==> config.mk <==
export PLATFORM = sky130hd
export DESIGN_NAME = tsw_top
export DESIGN_NICKNAME = d
export VERILOG_FILES = /design/src/hw/tsw_pkg.sv /design/src/hw/tsw_top.sv
export SDC_FILE = /design/constraint.sdc
export NUM_CORES = 1
export LEC_CHECK = 0
export CAP_MARGIN = 40
export CORE_AREA = 4 4 202 204
export CTS_BUF_LIST = sky130_fd_sc_hd__clkbuf_8 sky130_fd_sc_hd__clkbuf_16
export CTS_CLUSTER_SIZE = 25
export DETAILED_ROUTE_END_ITERATION = 10
export DIE_AREA = 0 0 206 208
export DONT_BUFFER_PORTS = 1
export PLACE_DENSITY_LB_ADDON = 0.2
export SLEW_MARGIN = 20
export SYNTH_ARGS = -nofsm -noshare
export SYNTH_HDL_FRONTEND = slang
export SYNTH_SLANG_ARGS = --single-unit
==> constraint.sdc <==
create_clock -name pclk -period 4.11 [get_ports pclk]
set_input_delay 0.2055 -clock pclk [delete_from_list [all_inputs] [get_ports pclk]]
set_output_delay 0.2055 -clock pclk [all_outputs]
set_load 0.02 [all_outputs]
==> src/hw/tsw_pkg.sv <==
// constants for the tape unit select and write path block
// assumes a 200 MHz pclk and a 32-bit APB register bus
package tsw_pkg;

  // ****************************
  // timing
  // ****************************
  localparam int CLK_HZ = 200_000_000;
  localparam int CLK_PERIOD_NS = 5;
  localparam int HI_DENS_HZ = 60_000;
  localparam int MID_DENS_HZ = 41_700;
  localparam int PULSE_NS = 400;
  // period counts, rounded down so the rate never falls short
  localparam int HI_PERIOD_CYC = CLK_HZ / HI_DENS_HZ;
  localparam int MID_PERIOD_CYC = CLK_HZ / MID_DENS_HZ;
  // pulse width, rounded up, at least one cycle
  localparam int PULSE_CYC_RAW = (PULSE_NS + CLK_PERIOD_NS - 1) / CLK_PERIOD_NS;
  localparam int PULSE_CYC = (PULSE_CYC_RAW < 1) ? 1 : PULSE_CYC_RAW;

  // ****************************
  // channels and delays
  // ****************************
  localparam int NUM_CH_DEF = 7;
  localparam int DLY_W_DEF = 8;
  localparam int MAX_CH = 16;

  // ****************************
  // register map (byte addresses)
  // ****************************
  localparam logic [11:0] CFG_OFS = 12'h000;
  localparam logic [11:0] STATUS_OFS = 12'h004;
  localparam logic [11:0] DLY_BASE_OFS = 12'h010;
  localparam int CFG_UNIT_LSB = 0;
  localparam int CFG_AUTO_BIT = 4;
  localparam logic [4:0] CFG_RST = 5'h00;
  localparam int ST_ONLINE_BIT = 0;
  localparam int ST_WE_BIT = 1;
  localparam int ST_FWD_BIT = 2;
  localparam int ST_MATCH_BIT = 3;
  localparam int ST_DENS_LSB = 4;
  localparam int ST_WBUF_LSB = 8;
  localparam logic [7:0] DLY_RST = 8'h10;

  // ****************************
  // APB answer
  // ****************************
  typedef enum logic [0:0] {
    TSW_IDLE = 1'b0,
    TSW_ACK = 1'b1
  } tsw_apb_t;

endpackage

==> src/hw/tsw_top.sv <==
// tape unit select, density clocks, write enabling, forward motion,
// start delay signalling and per-channel NRZ write recording
// assumes controller pins are asynchronous to pclk; APB master on pclk
//
// The register offsets and the APB slave port were decided locally.
`timescale 1ns/1ps

// What this block does
// - addressed only when address equals selector switch
// - decode address one-hot, switch picks unit_matched
// - selected_online needs unit_matched and automatic mode
// - two free-running density clocks, 400 ns pulses
// - density clocks forwarded only while selected_online
// - one density line lights lamp
// - write enable needs auto, selected, ring present
// - set function plus write select sets enable
// - write drivers enabled only by write enable
// - forward set unless reversing or rewinding
// - forward flip-flop drives pinch roller output
// - controller sends motion delay with forward command
// - motion delay and start drive line 2/6
// - start and stop delays split the gap
// - record pulse while online gives write strobe
// - ground level means one, negative level zero
// - strobed ones start channel delay, then toggle
// - each channel delay separately adjustable
// - buffer toggle records one, none records zero
// - master clear clears forward, enable, buffers
module tsw_top
  import tsw_pkg::*;
#(
  parameter int NUM_CH = NUM_CH_DEF,
  parameter int DLY_W = DLY_W_DEF,
  parameter int HI_PERIOD = HI_PERIOD_CYC,
  parameter int MID_PERIOD = MID_PERIOD_CYC
) (
  input wire logic pclk,
  input wire logic presetn,
  input wire logic psel,
  input wire logic penable,
  input wire logic pwrite,
  input wire logic [11:0] paddr,
  input wire logic [31:0] pwdata,
  output logic [31:0] prdata,
  output logic pready,
  output logic pslverr,
  input wire logic [2:0] unit_addr,
  input wire logic set_function_cmd,
  input wire logic write_select_n,
  input wire logic forward_cmd,
  input wire logic motion_delay_cmd,
  input wire logic start_cmd,
  input wire logic record_data_pulse,
  input wire logic density_low,
  input wire logic density_mid,
  input wire logic density_high,
  input wire logic ring_present,
  input wire logic reversing,
  input wire logic rewinding,
  input wire logic master_clear_pulse,
  input wire logic [NUM_CH-1:0] write_data_gnd,
  output logic selected_online,
  output logic clk_high_density,
  output logic clk_mid_density,
  output logic [2:0] density_lamp,
  output logic write_enable_ff,
  output logic forward_ff,
  output logic write_drive_en,
  output logic read_line_2_6,
  output logic [NUM_CH-1:0] head_current
);

  // ****************************
  // elaboration checks
  // ****************************
  if (NUM_CH < 1 || NUM_CH > MAX_CH) begin : g_bad_ch
    $error("NUM_CH must be 1 to 16");
  end
  if (DLY_W < 1 || DLY_W > 16) begin : g_bad_dly
    $error("DLY_W must be 1 to 16");
  end
  if (HI_PERIOD <= PULSE_CYC || HI_PERIOD > 65535) begin : g_bad_hi
    $error("HI_PERIOD out of range");
  end
  if (MID_PERIOD <= PULSE_CYC || MID_PERIOD > 65535) begin : g_bad_mid
    $error("MID_PERIOD out of range");
  end

  localparam int IN_W = 16 + NUM_CH;
  localparam logic [15:0] HI_LAST = 16'(HI_PERIOD - 1);
  localparam logic [15:0] MID_LAST = 16'(MID_PERIOD - 1);
  localparam logic [15:0] PULSE_LEN = 16'(PULSE_CYC);

  // ****************************
  // input synchronisers
  // ****************************
  logic [IN_W-1:0] in_raw;
  logic [IN_W-1:0] sync1_reg;
  logic [IN_W-1:0] sync2_reg;
  logic [2:0] pulse_prev_reg;
  logic [2:0] addr_s;
  logic sfn_s;
  logic wsel_n_s;
  logic fwd_s;
  logic emd_s;
  logic start_s;
  logic rec_s;
  logic dlow_s;
  logic dmid_s;
  logic dhigh_s;
  logic ring_s;
  logic rev_s;
  logic rew_s;
  logic mclr_s;
  logic [NUM_CH-1:0] wdata_s;

  assign in_raw = {unit_addr, set_function_cmd, write_select_n,
                   forward_cmd, motion_delay_cmd, start_cmd,
                   record_data_pulse, density_low, density_mid,
                   density_high, ring_present, reversing, rewinding,
                   master_clear_pulse, write_data_gnd};

  // two flops on every pin; only the second is read
  always_ff @(posedge pclk or negedge presetn) begin
    if (!presetn) begin
      sync1_reg <= '0;
      sync2_reg <= '0;
    end else begin
      sync1_reg <= in_raw;
      sync2_reg <= sync1_reg;
    end
  end

  assign {addr_s, sfn_s, wsel_n_s, fwd_s, emd_s, start_s, rec_s,
          dlow_s, dmid_s, dhigh_s, ring_s, rev_s, rew_s, mclr_s,
          wdata_s} = sync2_reg;

  // last synchronised level of each pulse line, for edges
  always_ff @(posedge pclk or negedge presetn) begin
    if (!presetn) begin
      pulse_prev_reg <= '0;
    end else begin
      pulse_prev_reg <= {sfn_s, rec_s, mclr_s};
    end
  end

  logic sfn_edge;
  logic rec_edge;
  logic mclr_edge;

  // one action per external pulse, however long it lasts
  assign sfn_edge = sfn_s & ~pulse_prev_reg[2];
  assign rec_edge = rec_s & ~pulse_prev_reg[1];
  assign mclr_edge = mclr_s & ~pulse_prev_reg[0];

  // ****************************
  // registers seen by software
  // ****************************
  logic [2:0] unit_sel_reg;
  logic auto_mode_reg;
  logic [DLY_W-1:0] dly_reg [NUM_CH];
  logic wr_take;
  logic [11:0] dly_ofs [NUM_CH];

  // write lands at the edge the master sees pready
  assign wr_take = psel & penable & pready & pwrite;

  // selector switch and automatic mode
  always_ff @(posedge pclk or negedge presetn) begin
    if (!presetn) begin
      unit_sel_reg <= CFG_RST[CFG_UNIT_LSB +: 3];
      auto_mode_reg <= CFG_RST[CFG_AUTO_BIT];
    end else if (wr_take && paddr == CFG_OFS) begin
      unit_sel_reg <= pwdata[CFG_UNIT_LSB +: 3];
      auto_mode_reg <= pwdata[CFG_AUTO_BIT];
    end
  end

  // per-channel write delays, one word each
  for (genvar c = 0; c < NUM_CH; c++) begin : g_dly
    assign dly_ofs[c] = DLY_BASE_OFS + 12'(4 * c);
    always_ff @(posedge pclk or negedge presetn) begin
      if (!presetn) begin
        dly_reg[c] <= DLY_W'(DLY_RST);
      end else if (wr_take && paddr == dly_ofs[c]) begin
        dly_reg[c] <= pwdata[DLY_W-1:0];
      end
    end
  end

  // ****************************
  // unit selection
  // ****************************
  logic [7:0] addr_onehot;
  logic unit_matched_reg;

  assign addr_onehot = 8'h01 << addr_s;

  // switch picks one decoder line, so only 0-7 can match
  always_ff @(posedge pclk or negedge presetn) begin
    if (!presetn) begin
      unit_matched_reg <= 1'b0;
    end else begin
      unit_matched_reg <= addr_onehot[unit_sel_reg];
    end
  end

  // online needs both the match and automatic mode
  always_ff @(posedge pclk or negedge presetn) begin
    if (!presetn) begin
      selected_online <= 1'b0;
    end else begin
      selected_online <= unit_matched_reg & auto_mode_reg;
    end
  end

  // ****************************
  // density clocks
  // ****************************
  logic [15:0] hi_cnt_reg;
  logic [15:0] mid_cnt_reg;

  // both sources run free, whether online or not
  always_ff @(posedge pclk or negedge presetn) begin
    if (!presetn) begin
      hi_cnt_reg <= '0;
      mid_cnt_reg <= '0;
    end else begin
      hi_cnt_reg <= (hi_cnt_reg == HI_LAST) ? '0 : hi_cnt_reg + 16'h0001;
      mid_cnt_reg <= (mid_cnt_reg == MID_LAST) ? '0 : mid_cnt_reg + 16'h0001;
    end
  end

  // pulses go out only while online; a pulse cut mid-way is short
  always_ff @(posedge pclk or negedge presetn) begin
    if (!presetn) begin
      clk_high_density <= 1'b0;
      clk_mid_density <= 1'b0;
    end else begin
      clk_high_density <= selected_online & (hi_cnt_reg < PULSE_LEN);
      clk_mid_density <= selected_online & (mid_cnt_reg < PULSE_LEN);
    end
  end

  // ****************************
  // density indicators
  // ****************************
  // the controller keeps exactly one line high
  always_ff @(posedge pclk or negedge presetn) begin
    if (!presetn) begin
      density_lamp <= 3'h0;
    end else if (selected_online) begin
      density_lamp <= {dhigh_s, dmid_s, dlow_s};
    end else begin
      density_lamp <= 3'h0;
    end
  end

  // ****************************
  // write enable and forward motion
  // ****************************
  logic set_function_pulse;
  logic set_write_enable_pulse;
  logic set_forward_pulse;

  assign set_function_pulse = sfn_edge & selected_online;
  assign set_write_enable_pulse = set_function_pulse & ~wsel_n_s;
  assign set_forward_pulse = set_function_pulse & fwd_s;

  // a set in the same cycle as a master clear wins
  always_ff @(posedge pclk or negedge presetn) begin
    if (!presetn) begin
      write_enable_ff <= 1'b0;
    end else if (set_write_enable_pulse && ring_s) begin
      write_enable_ff <= 1'b1;
    end else if (mclr_edge) begin
      write_enable_ff <= 1'b0;
    end
  end

  // forward refused while reversing or rewinding
  always_ff @(posedge pclk or negedge presetn) begin
    if (!presetn) begin
      forward_ff <= 1'b0;
    end else if (set_forward_pulse && !rev_s && !rew_s) begin
      forward_ff <= 1'b1;
    end else if (mclr_edge) begin
      forward_ff <= 1'b0;
    end
  end

  // driver enable to the write amplifiers
  always_ff @(posedge pclk or negedge presetn) begin
    if (!presetn) begin
      write_drive_en <= 1'b0;
    end else begin
      write_drive_en <= write_enable_ff;
    end
  end

  // ****************************
  // write start delay signalling
  // ****************************
  // the controller counts this down to time half the gap
  always_ff @(posedge pclk or negedge presetn) begin
    if (!presetn) begin
      read_line_2_6 <= 1'b0;
    end else begin
      read_line_2_6 <= emd_s & start_s;
    end
  end

  // ****************************
  // record strobe and channels
  // ****************************
  logic write_strobe;

  // strobe ignored when not online
  assign write_strobe = rec_edge & selected_online;

  for (genvar c = 0; c < NUM_CH; c++) begin : g_ch
    logic [DLY_W:0] dly_cnt_reg;
    logic fire;

    // count of dly_reg+1 cycles; zero means idle
    assign fire = (dly_cnt_reg == (DLY_W+1)'(1));

    always_ff @(posedge pclk or negedge presetn) begin
      if (!presetn) begin
        dly_cnt_reg <= '0;
      end else if (mclr_edge) begin
        dly_cnt_reg <= '0;
      end else if (write_strobe && wdata_s[c] && write_enable_ff) begin
        dly_cnt_reg <= {1'b0, dly_reg[c]} + (DLY_W+1)'(1);
      end else if (dly_cnt_reg != '0) begin
        dly_cnt_reg <= dly_cnt_reg - (DLY_W+1)'(1);
      end
    end

    // a toggle reverses head current: that is a one
    always_ff @(posedge pclk or negedge presetn) begin
      if (!presetn) begin
        head_current[c] <= 1'b0;
      end else if (mclr_edge) begin
        head_current[c] <= 1'b0;
      end else if (fire && write_enable_ff) begin
        head_current[c] <= ~head_current[c];
      end
    end
  end

  // ****************************
  // APB slave
  // ****************************
  tsw_apb_t apb_state_reg;
  logic [31:0] rd_next;
  logic hit_next;

  // read mux and address decode
  always_comb begin
    rd_next = 32'h0000_0000;
    hit_next = 1'b0;
    if (paddr == CFG_OFS) begin
      hit_next = 1'b1;
      rd_next[CFG_UNIT_LSB +: 3] = unit_sel_reg;
      rd_next[CFG_AUTO_BIT] = auto_mode_reg;
    end else if (paddr == STATUS_OFS) begin
      hit_next = 1'b1;
      rd_next[ST_ONLINE_BIT] = selected_online;
      rd_next[ST_WE_BIT] = write_enable_ff;
      rd_next[ST_FWD_BIT] = forward_ff;
      rd_next[ST_MATCH_BIT] = unit_matched_reg;
      rd_next[ST_DENS_LSB +: 3] = {dhigh_s, dmid_s, dlow_s};
      rd_next[ST_WBUF_LSB +: NUM_CH] = head_current;
    end
    for (int i = 0; i < NUM_CH; i++) begin
      if (paddr == dly_ofs[i]) begin
        hit_next = 1'b1;
        rd_next[DLY_W-1:0] = dly_reg[i];
      end
    end
  end

  // one wait state: pready rises the cycle after access starts
  always_ff @(posedge pclk or negedge presetn) begin
    if (!presetn) begin
      apb_state_reg <= TSW_IDLE;
      pready <= 1'b0;
      pslverr <= 1'b0;
      prdata <= 32'h0000_0000;
    end else begin
      case (apb_state_reg)
        TSW_IDLE: begin
          if (psel && penable) begin
            apb_state_reg <= TSW_ACK;
            pready <= 1'b1;
            pslverr <= ~hit_next;
            prdata <= (hit_next && !pwrite) ? rd_next : 32'h0000_0000;
          end
        end
        TSW_ACK: begin
          apb_state_reg <= TSW_IDLE;
          pready <= 1'b0;
          pslverr <= 1'b0;
          prdata <= 32'h0000_0000;
        end
        default: begin
          apb_state_reg <= TSW_IDLE;
          pready <= 1'b0;
          pslverr <= 1'b0;
        end
      endcase
    end
  end

endmodule

==> results.py, run 1 <==
metrics = {
    "logic_synthesis": {
        "syn_inst": 1097,
        "synth_edf_count": 0,
        "ys_seq_elements": 240,
        "yosysSeqAreaShare_pct": 51.7,
        "synthDominantCellAreaShare_pct": 50.1,
        "yosys_most_used_dff": "dfrtp_1",
        "syn_avg_cell_area_um2": 10.6,
        "synth_area_leaders": "dfrtp_1, mux2_2, xnor2_1",
        "yosys_warnings": 0,
        "async_flop_share_pct": 100,
        "synth_cell_types": 62,
        "synthTopCellsByCount": "dfrtp_1, nor2_1, nand2_1",
        "synthMostInstantiatedCell": "dfrtp_1",
        "synth_top_cell_by_area": "dfrtp_1",
        "syn-cell-area_um2": 11600,
    },
    "global_routing": {
        "grt-ovfl-total": 0,
        "grt_antenna_before_repair": 3,
        "grt_start_max_net_pins": 241,
        "grt_first_pass_wirelength_mm": 48.9,
        "track_usage_pct": 14.4,
        "grt_pass1_vias": 8251,
    },
    "die": {
        "ios": 123,
        "fp.dieW_um": 206,
        "die_height_um": 208,
        "initial_core_util_pct": 29.6,
        "die_area_um2": 42800,
        "coreArea_um2": 39300,
        "rows": 73,
    },
    "clock_tree": {
        "htree_levels": 1,
        "cts_tree": "done",
        "clock_sinks": 240,
        "cts_buffer_depth": 3,
        "cts_resized": 0,
        "clockRootBuffer": "clkbuf_16",
        "clkLatencyLatePin_ns": 0.57,
        "cts_buffers": 28,
        "ctsHoldBuffers": 37,
        "clk_pin_slew_ns": 0.06,
    },
    "final_layout": {
        "areaGrowthSynthToFinish_pct": 16.5,
        "nets": 1244,
        "largest_reg_flops": 63,
        "drive_gt1_share_pct": 12.9,
        "fin_util_pct": 34.5,
    },
    "power": {
        "power_leakage_nw": 6.28,
        "p_per_area_nw_per_um2": 377,
        "power_w": 0.00510,
        "ir_drop_uv": 338,
    },
    "worst_setup_path": {
        "critPathRequiredTime_ns": 4.56,
        "crit_arrival_ns": 2.97,
        "endpoint_kind": "flip-flop",
        "r2r_cells": 5,
        "r2r_end": "auto_mode_reg",
        "crit_fanout": 7,
        "cp-start-kind": "flip-flop",
        "r2r_start": "pready",
        "critPathKind": "flip-flop to flip-flop",
        "ff2ff_setup_slack_ns": 1.59,
    },
    "timing": {
        "finalSetupTns_ns": 0,
        "fmax_mhz": 397,
        "maxSlewViolCount": 0,
        "rsz0062_at_grt": "no",
        "tightest_slew_ns": 0.844,
        "finClkSkew_ns": 0.0168,
        "holdWs_ns": -0.646,
        "finalCritPeriodShare_pct": 61.2,
        "finalHoldViolCount": 240,
        "setup_violations": 0,
        "timing.max_slew.rel_slack_pct": 43.1,
        "period_minus_slack_ns": 2.52,
    },
    "route": {
        "drtAntennaViolNets": 0,
        "first_pass_iters": 5,
        "routed_wl_mm": 31.0,
        "post-route-drc-count": 0,
        "vias_per_cell": 4.93,
        "vias": 8359,
        "wl_per_cell_um": 18.3,
        "drtIter0Drc": 585,
    },
    "placement": {
        "io_buffers": 0,
        "hpwlAfterDp_mm": 20.8,
        "gp_congestion": 0.782,
    },
    "run_status": {
        "status": "finished with violations",
        "violations": "hold timing",
    },
    "run": {
        "maxCapViolCount": 0,
    },
    "hold_path": {
        "min_path_type": "input port to async pin",
    },
}
[final cells by class]
type | instances | area, µm²
fill | 3992 | 25700
inverter | 21 | 78.8
antenna | 1 | 2.50
multi-input combinational | 806 | 5360
timing repair buffer | 51 | 477
clock buffer | 32 | 756
sequential | 240 | 6010
clock inverter | 19 | 203
tap | 525 | 657
[through the flow]
stage,area (µm²),instances,hold WS (ns),setup WS (ns)
after floorplan,11700,1113,-0.0901,2.23
after global placement,12200,1597,-0.0678,1.44
after detailed placement,12200,1600,-0.0681,1.38
after CTS,13500,1688,-0.685,1.35
after global routing,13500,1694,-0.692,1.49
final,13600,1695,-0.646,1.59
[critical path, stage by stage (launching register included)]
cell           delay, ns
dfrtp_1             0.49
and3_1              0.34
nand2_2             0.22
nor4_1              0.29
dlygate4sd3_1       0.71
mux2_2              0.36
[worst max path at each step]
stage                                   endpoint  cells past startpoint                    from  slack (ns)
after floorplan           g_ch[2].dly_cnt_reg[8]                      6  g_ch[2].dly_cnt_reg[0]        2.23
after global placement    g_ch[2].dly_cnt_reg[8]                      5         selected_online        1.44
after detailed placement  g_ch[2].dly_cnt_reg[8]                      4         selected_online        1.38
after CTS                 g_ch[2].dly_cnt_reg[8]                      4         selected_online        1.35
after global routing             unit_sel_reg[2]                      5                  pready        1.49
final                              auto_mode_reg                      5                  pready        1.59
[power breakdown]
group          switching [W]  internal (W)  total (W)
Sequential         0.0000207       0.00240    0.00242
Clock                0.00103       0.00151    0.00254
Combinational      0.0000923     0.0000595   0.000152
[layer usage]
layer,wire length (µm),up-vias,track usage [%]
met5,31,-,0
met2,13100,212,20.9
met4,598,4,3.07
met1,15200,4128,21.7
met3,2030,40,3.43
li1,-,3975,-
[what timing repair did]
action / 4_1_cts / 5_1_grt
endpoints found under the hold margin: 329 / 240
setup endpoints to repair: 0 / 0
setup buffers: 0 / 0
[cells by family after synthesis]
| logic type | Yosys count | share of synthesized area [%] |
|---|---|---|
| mux | 71 | 7.13 |
| buf+inv | 67 | 2.80 |
| compound gates | 156 | 9.06 |
| flops | 240 | 51.7 |
| fa+ha+maj | 24 | 2.58 |
| simple gates | 413 | 17.2 |
| xor+xnor | 125 | 9.42 |
| other cells | 1 | 0.0323 |
[layout by cell type, fill, tap and decap left out, types with 4 or more instances in the layout]
master	n
nand2b_1	6
a22oi_1	5
clkbuf_16	28
dfstp_2	7
dlygate4sd3_1	37
xnor2_1	69
and3_1	15
nand2_1	78
nor4_1	14
mux2_2	65
buf_4	6
dfrtp_1	233
nand4_1	19
nor2_1	137
nor2b_1	5
o21ai_0	21
clkbuf_8	4
conb_1	17
nor4b_1	4
inv_1	26
ha_1	24
o211ai_1	12
and2_1	16
a22o_1	12
or4_1	4
a2bb2oi_1	4
a21oi_1	40
nand3_1	57
a211oi_1	42
clkinv_2	6
nor3_1	33
xor2_1	56
Power figures use the tool's default switching activity.
==> inputs of run 2 (changes only) <==
==> constraint.sdc (replaced) <==
create_clock -name pclk -period 2.45 [get_ports pclk]
set_input_delay 0.1225 -clock pclk [delete_from_list [all_inputs] [get_ports pclk]]
set_output_delay 0.1225 -clock pclk [all_outputs]
set_load 0.02 [all_outputs]
==> results.py, run 2 (synthesized netlist as in run 1, its figures left out) <==
metrics = {
    "run_status": {
        "status": "finished with violations",
        "violations": "hold timing",
    },
    "clock_tree": {
        "clockRootBuffer": "clkbuf_16",
        "cts_buffer_depth": 3,
        "cts_resized": 0,
        "htree_levels": 1,
        "cts_buffers": 28,
        "clkLatencyLatePin_ns": 0.56,
        "ctsHoldBuffers": 39,
        "cts_tree": "done",
        "clk_pin_slew_ns": 0.06,
        "clock_sinks": 240,
    },
    "route": {
        "post-route-drc-count": 0,
        "drtAntennaViolNets": 0,
        "vias_per_cell": 4.87,
        "first_pass_iters": 5,
        "drtIter0Drc": 517,
        "routed_wl_mm": 31.2,
        "vias": 8300,
        "wl_per_cell_um": 18.3,
    },
    "worst_setup_path": {
        "critPathKind": "flip-flop to flip-flop",
        "critPathBufInv": 1,
        "worstSetupEndpoint": "g_ch[2].dly_cnt_reg[5]",
        "cp-start-kind": "flip-flop",
        "ff2ff_setup_slack_ns": 0.35,
        "endpoint_kind": "flip-flop",
        "crit_fanout": 5,
        "worstSetupStartpoint": "g_ch[2].dly_cnt_reg[0]",
        "r2r_start": "g_ch[2].dly_cnt_reg[0]",
        "crit_arrival_ns": 2.50,
        "critPathRequiredTime_ns": 2.85,
        "cpLargestDelayFamily": "simple AND/OR/NAND/NOR gates",
        "cpPeakStageDelay_ns": 0.51,
        "r2r_cells": 6,
        "r2r_end": "g_ch[2].dly_cnt_reg[5]",
        "crit_slowest_cell": "or4b_1",
        "path_depth": 6,
        "cp_cell_sequence": "inv_1, ha_1, or4b_1, nand2b_1, o21ai_1, a211oi_1",
    },
    "timing": {
        "finalSetupTns_ns": 0,
        "tightest_slew_ns": 0.832,
        "rsz0062_at_grt": "no",
        "holdWs_ns": -0.735,
        "finClkSkew_ns": 0.0177,
        "maxSlewViolCount": 0,
        "timing.max_slew.rel_slack_pct": 44.3,
        "period_minus_slack_ns": 2.10,
        "finalCritPeriodShare_pct": 85.7,
        "finalHoldViolCount": 240,
        "setup_violations": 0,
        "fmax_mhz": 476,
    },
    "placement": {
        "io_buffers": 0,
        "hpwlAfterDp_mm": 21.1,
        "gp_congestion": 0.811,
        "placed_cell_area_um2": 12300,
    },
    "final_layout": {
        "fill_cells": 3971,
        "final_common_cell": "dfrtp_1",
        "mostFrequentLayoutCells": "dfrtp_1, nor2_1, nand2_1",
        "multiInputGateArea_um2": 5360,
        "post-route-cell-area_um2": 13600,
        "drive_gt1_share_pct": 13.6,
        "ff_latch_area_um2": 6010,
        "largest_reg_flops": 63,
        "fin_util_pct": 34.7,
        "areaGrowthSynthToFinish_pct": 17.2,
        "nets": 1255,
        "n_antenna_cell": 0,
    },
    "power": {
        "ir_drop_uv": 529,
        "power_leakage_nw": 6.32,
        "internal_power_w": 0.00666,
        "p_per_area_nw_per_um2": 627,
        "p_comb_share_pct": 3.1,
        "p_seq_share_pct": 47.5,
        "clkPwrFrac_pct": 49.4,
        "power.switching_w": 0.00188,
        "switching_share_pct": 22.0,
    },
    "global_routing": {
        "grt_antenna_before_repair": 1,
        "track_usage_pct": 14.4,
        "grt_start_max_net_pins": 241,
        "grt-ovfl-total": 0,
        "grt_pass1_vias": 8295,
        "grt_first_pass_wirelength_mm": 49.2,
    },
    "run": {
        "maxCapViolCount": 0,
    },
    "hold_path": {
        "min_path_type": "input port to async pin",
    },
    "die": {
        "fp.dieW_um": 206,
        "rows": 73,
        "die_height_um": 208,
        "initial_core_util_pct": 29.6,
        "die_area_um2": 42800,
        "coreArea_um2": 39300,
        "ios": 123,
    },
}
==> run 2: power groups by stage <==
stage                     combinational (W)  sequential, W  clock [W]
after floorplan                    0.000167        0.00411          0
after global placement             0.000179        0.00412          0
after detailed placement           0.000180        0.00412          0
after CTS                          0.000265        0.00405    0.00438
after global routing               0.000289        0.00406    0.00453
final                              0.000266        0.00405    0.00422
==> run 2: metrics by stage <==
stage          instances  setup slack [ns]  power, W  hold WS, ns
2_1_floorplan       1113             0.573   0.00428       -0.173
3_3_place_gp        1615             0.386   0.00430       -0.152
3_5_place_dp        1615             0.358   0.00430       -0.153
4_1_cts             1705             0.341   0.00870       -0.761
5_1_grt             1705             0.228   0.00888       -0.768
6_report            1705             0.351   0.00854       -0.735
==> run 2: repair_timing <==
| action | 4_1_cts | 5_1_grt |
|---|---|---|
| buffers inserted | 0 | 0 |
| endpoints found under the setup margin | 0 | 0 |
| hold endpoints to repair | 334 | 240 |
==> run 2: how the worst min path moves through the flow <==
| stage | slack [ns] | from | endpoint | depth (start not counted) |
|---|---|---|---|---|
| floorplan | -0.17 | presetn | apb_state_reg | 0 |
| global placement | -0.15 | presetn | g_ch[6].dly_cnt_reg[7] | 0 |
| detailed placement | -0.15 | presetn | g_ch[6].dly_cnt_reg[6] | 0 |
| global route | -0.77 | presetn | dly_reg[49] | 0 |
| finish | -0.74 | presetn | g_ch[6].dly_cnt_reg[6] | 0 |
| CTS | -0.76 | presetn | dly_reg[49] | 0 |
==> run 2: worst reg2reg max path, delay by kind of cell (launching register included) <==
| family | cells | cell delay [ns] |
|---|---|---|
| and+or+nand+nor | 2 | 0.75 |
| AOI/OAI and AO/OA | 2 | 0.51 |
| DFF | 1 | 0.39 |
| adders and majority gates | 1 | 0.20 |
| buffers and inverters | 1 | 0.10 |
==> run 2: cell type report <==
| cell class | count | share of cell area (%) |
|---|---|---|
| clock inverters | 15 | 1.04 |
| inverters | 21 | 0.578 |
| multi-input cells | 806 | 39.3 |
| clock buffers | 36 | 5.95 |
| flip-flops and latches | 240 | 44.1 |
| repair buffers | 62 | 4.13 |
| well taps | 525 | 4.82 |
==> run 2: metal layers <==
| metal | up-vias | routed length (µm) | share of wire, % | global-route usage [%] |
|---|---|---|---|---|
| met4 | 2 | 639 | 2.0 | 3.12 |
| met3 | 44 | 2250 | 7.2 | 4.25 |
| met5 | - | 13 | 0.042 | 0 |
| li1 | 3971 | - | - | - |
| met2 | 198 | 13200 | 42 | 20.8 |
| met1 | 4085 | 15100 | 48 | 21.4 |
==> inputs of run 3 (changes only) <==
--- a/config.mk
+++ b/config.mk
@@ -5,12 +5,13 @@
 export SDC_FILE = /design/constraint.sdc
 export NUM_CORES = 1
 export LEC_CHECK = 0
+export ABC_AREA = 1
 export CAP_MARGIN = 40
-export CORE_AREA = 4 4 202 204
+export CORE_AREA = 4 4 207 209
 export CTS_BUF_LIST = sky130_fd_sc_hd__clkbuf_8 sky130_fd_sc_hd__clkbuf_16
 export CTS_CLUSTER_SIZE = 25
 export DETAILED_ROUTE_END_ITERATION = 10
-export DIE_AREA = 0 0 206 208
+export DIE_AREA = 0 0 211 213
 export DONT_BUFFER_PORTS = 1
 export PLACE_DENSITY_LB_ADDON = 0.2
 export SLEW_MARGIN = 20
==> results.py, run 3 <==
metrics = {
    "die": {
        "coreArea_um2": 40800,
        "die_height_um": 213,
        "fp.dieW_um": 211,
        "ios": 123,
        "die_area_um2": 44900,
        "rows": 74,
        "initial_core_util_pct": 29.8,
    },
    "logic_synthesis": {
        "synthDominantCellAreaShare_pct": 47.9,
        "synth_top_family_by_area": "simple AND/OR/NAND/NOR gates",
        "synth_area_leaders": "dfrtp_1, nand2_1, inv_1",
        "ys_seq_elements": 240,
        "yosysSeqAreaShare_pct": 49.4,
        "synthTopCellsByCount": "nand2_1, dfrtp_1, inv_1",
        "yosys.area_share.simple_pct": 24.3,
        "synth_edf_count": 0,
        "syn_inst": 1456,
        "synth_compound_area_share_pct": 12.1,
        "syn_avg_cell_area_um2": 8.36,
        "synth_fa_ha_area_share_pct": 2.47,
        "syn-cell-area_um2": 12200,
        "async_flop_share_pct": 100,
        "synth_top_cell_by_area": "dfrtp_1",
        "synth_mux_area_share_pct": 0,
        "synthMostInstantiatedCell": "nand2_1",
        "yosys_warnings": 0,
        "synthXorXnorAreaFrac_pct": 3.10,
        "yosys_most_used_dff": "dfrtp_1",
        "synth_cell_types": 49,
    },
    "worst_setup_path": {
        "r2r_start": "write_enable_ff",
        "endpoint_kind": "flip-flop",
        "r2r_cells": 6,
        "cp-start-kind": "input port",
        "worstSetupStartpoint": "penable",
        "crit_arrival_ns": 2.41,
        "critPathKind": "input port to flip-flop",
        "critPathRequiredTime_ns": 2.92,
        "crit_fanout": 7,
    },
    "final_layout": {
        "multiInputGateArea_um2": 5160,
        "mostFrequentLayoutCells": "nand2_1, dfrtp_1, inv_1",
        "fill_cells": 4243,
        "fin_util_pct": 34.1,
        "final_common_cell": "nand2_1",
        "drive_gt1_share_pct": 7.64,
        "largest_reg_flops": 63,
        "ff_latch_area_um2": 6010,
        "post-route-cell-area_um2": 13900,
        "nets": 1594,
        "areaGrowthSynthToFinish_pct": 14.3,
    },
    "clock_tree": {
        "cts_buffer_depth": 3,
        "ctsHoldBuffers": 31,
        "cts_buffers": 28,
        "post_cts_buffers": 0,
        "htree_levels": 1,
        "clockRootBuffer": "clkbuf_16",
        "clkLatencyLatePin_ns": 0.56,
        "clock_sinks": 240,
        "clk_pin_slew_ns": 0.06,
        "cts_tree": "done",
    },
    "route": {
        "routed_wl_mm": 32.1,
        "post-route-drc-count": 0,
        "wl_per_cell_um": 15.6,
        "vias": 9586,
        "drtIter0Drc": 627,
        "drtAntennaViolNets": 0,
        "first_pass_iters": 5,
        "vias_per_cell": 4.67,
    },
    "timing": {
        "maxSlewViolCount": 0,
        "rsz0062_at_grt": "no",
        "fmax_mhz": 514,
        "timing.max_slew.rel_slack_pct": 53.5,
        "finalCritPeriodShare_pct": 79.4,
        "tightest_slew_ns": 0.697,
        "finalHoldViolCount": 240,
        "period_minus_slack_ns": 1.94,
        "finalSetupTns_ns": 0,
        "finClkSkew_ns": 0.0226,
        "setup_violations": 0,
        "holdWs_ns": -0.728,
    },
    "power": {
        "p_per_area_nw_per_um2": 605,
        "power_leakage_nw": 6.89,
        "ir_drop_uv": 642,
    },
    "run": {
        "maxCapViolCount": 0,
    },
    "placement": {
        "gp_congestion": 0.850,
        "placed_cell_area_um2": 12700,
        "hpwlAfterDp_mm": 22.4,
        "io_buffers": 0,
    },
    "global_routing": {
        "grtUsageMet3_pct": 2.94,
        "grt_start_max_net_pins": 241,
        "grt_antenna_before_repair": 1,
        "grt-busiest-layer": "met2",
        "grt-ovfl-total": 0,
        "track_usage_pct": 14.2,
        "grt_pass1_vias": 9318,
        "grt_first_pass_wirelength_mm": 51.5,
        "grtUsageMet1_pct": 21.1,
        "globalRouteMet2Util_pct": 21.4,
    },
    "run_status": {
        "status": "finished with violations",
        "violations": "hold timing",
    },
    "hold_path": {
        "min_path_type": "input port to async pin",
    },
}
run 3: cell count changes in the layout (fill, tap and decap cells not counted), sizes merged, moves of 17 or more:
cell    previous run  this run
nand2             79       281
inv               27       208
o21ai             22       157
mux2              65         0
xnor2             69         8
a211oi            42        15
nand4             20        45
a21oi             40        64
xor2              56        35
nor2             140       158
and2              17         0
run 3: report_power, final:
group | internal, W | leakage [nW] | switching [W] | total, W
combinational | 0.0000530 | 3.22 | 0.000131 | 0.000184
clock | 0.00251 | 0.488 | 0.00169 | 0.00419
sequential | 0.00401 | 3.18 | 0.0000268 | 0.00404
total | 0.00657 | 6.89 | 0.00184 | 0.00842
run 3: layout make-up:
| class | count | share of cell area, % |
|---|---|---|
| Inverter | 202 | 5.45 |
| Multi-Input combinational cell | 986 | 37.1 |
| Clock buffer | 32 | 5.43 |
| Timing Repair Buffer | 40 | 2.72 |
| Antenna cell | 1 | 0.0180 |
| Sequential cell | 240 | 43.2 |
| Clock inverter | 18 | 1.23 |
| Tap cell | 532 | 4.79 |
run 3: worst paths after layout:
kind / slack, ns / end
max in group asynchronous: 2.77 / dly_reg[20]
max reg2reg: 0.51 / g_ch[1].dly_cnt_reg[5]
max: 0.51 / prdata[14]
min in group pclk: 0.04 / dly_reg[48]
min: -0.73 / sync1_reg[2]
min reg2reg: 0.35 / sync2_reg[5]
run 3: kinds of logic after synthesis:
logic type,count (synthesis)
compound gates,264
xor+xnor,43
other cells,1
simple gates,638
flops,240
fa+ha+maj,24
buf+inv,246
run 3: what timing repair did:
item	CTS	global route
endpoints found under the setup margin	0	0
gates resized for setup	0	0
hold endpoints to repair	305	240
run 3: critical path, stage by stage:
cell           delay (ns)
dlygate4sd3_1        0.52
nand2_1              0.11
dlygate4sd3_1        0.61
nor2_1               0.21
inv_1                0.08
nor2_1               0.25
nand3_2              0.30
o21ai_1              0.22
run 3: stage by stage:
stage | total power [W] | instances | hold WS (ns) | setup WS (ns)
after floorplan | 0.00422 | 1472 | -0.173 | 0.745
after global placement | 0.00426 | 1969 | -0.162 | 0.537
after detailed placement | 0.00426 | 1969 | -0.156 | 0.490
after CTS | 0.00857 | 2050 | -0.763 | 0.449
after global routing | 0.00875 | 2051 | -0.762 | 0.275
final | 0.00842 | 2051 | -0.728 | 0.506
run 3: routing by layer:
layer,vias up,wire length (µm)
met1,4522,15700
met2,182,13900
li1,4848,-
met5,-,0
met4,0,541
met3,34,1850
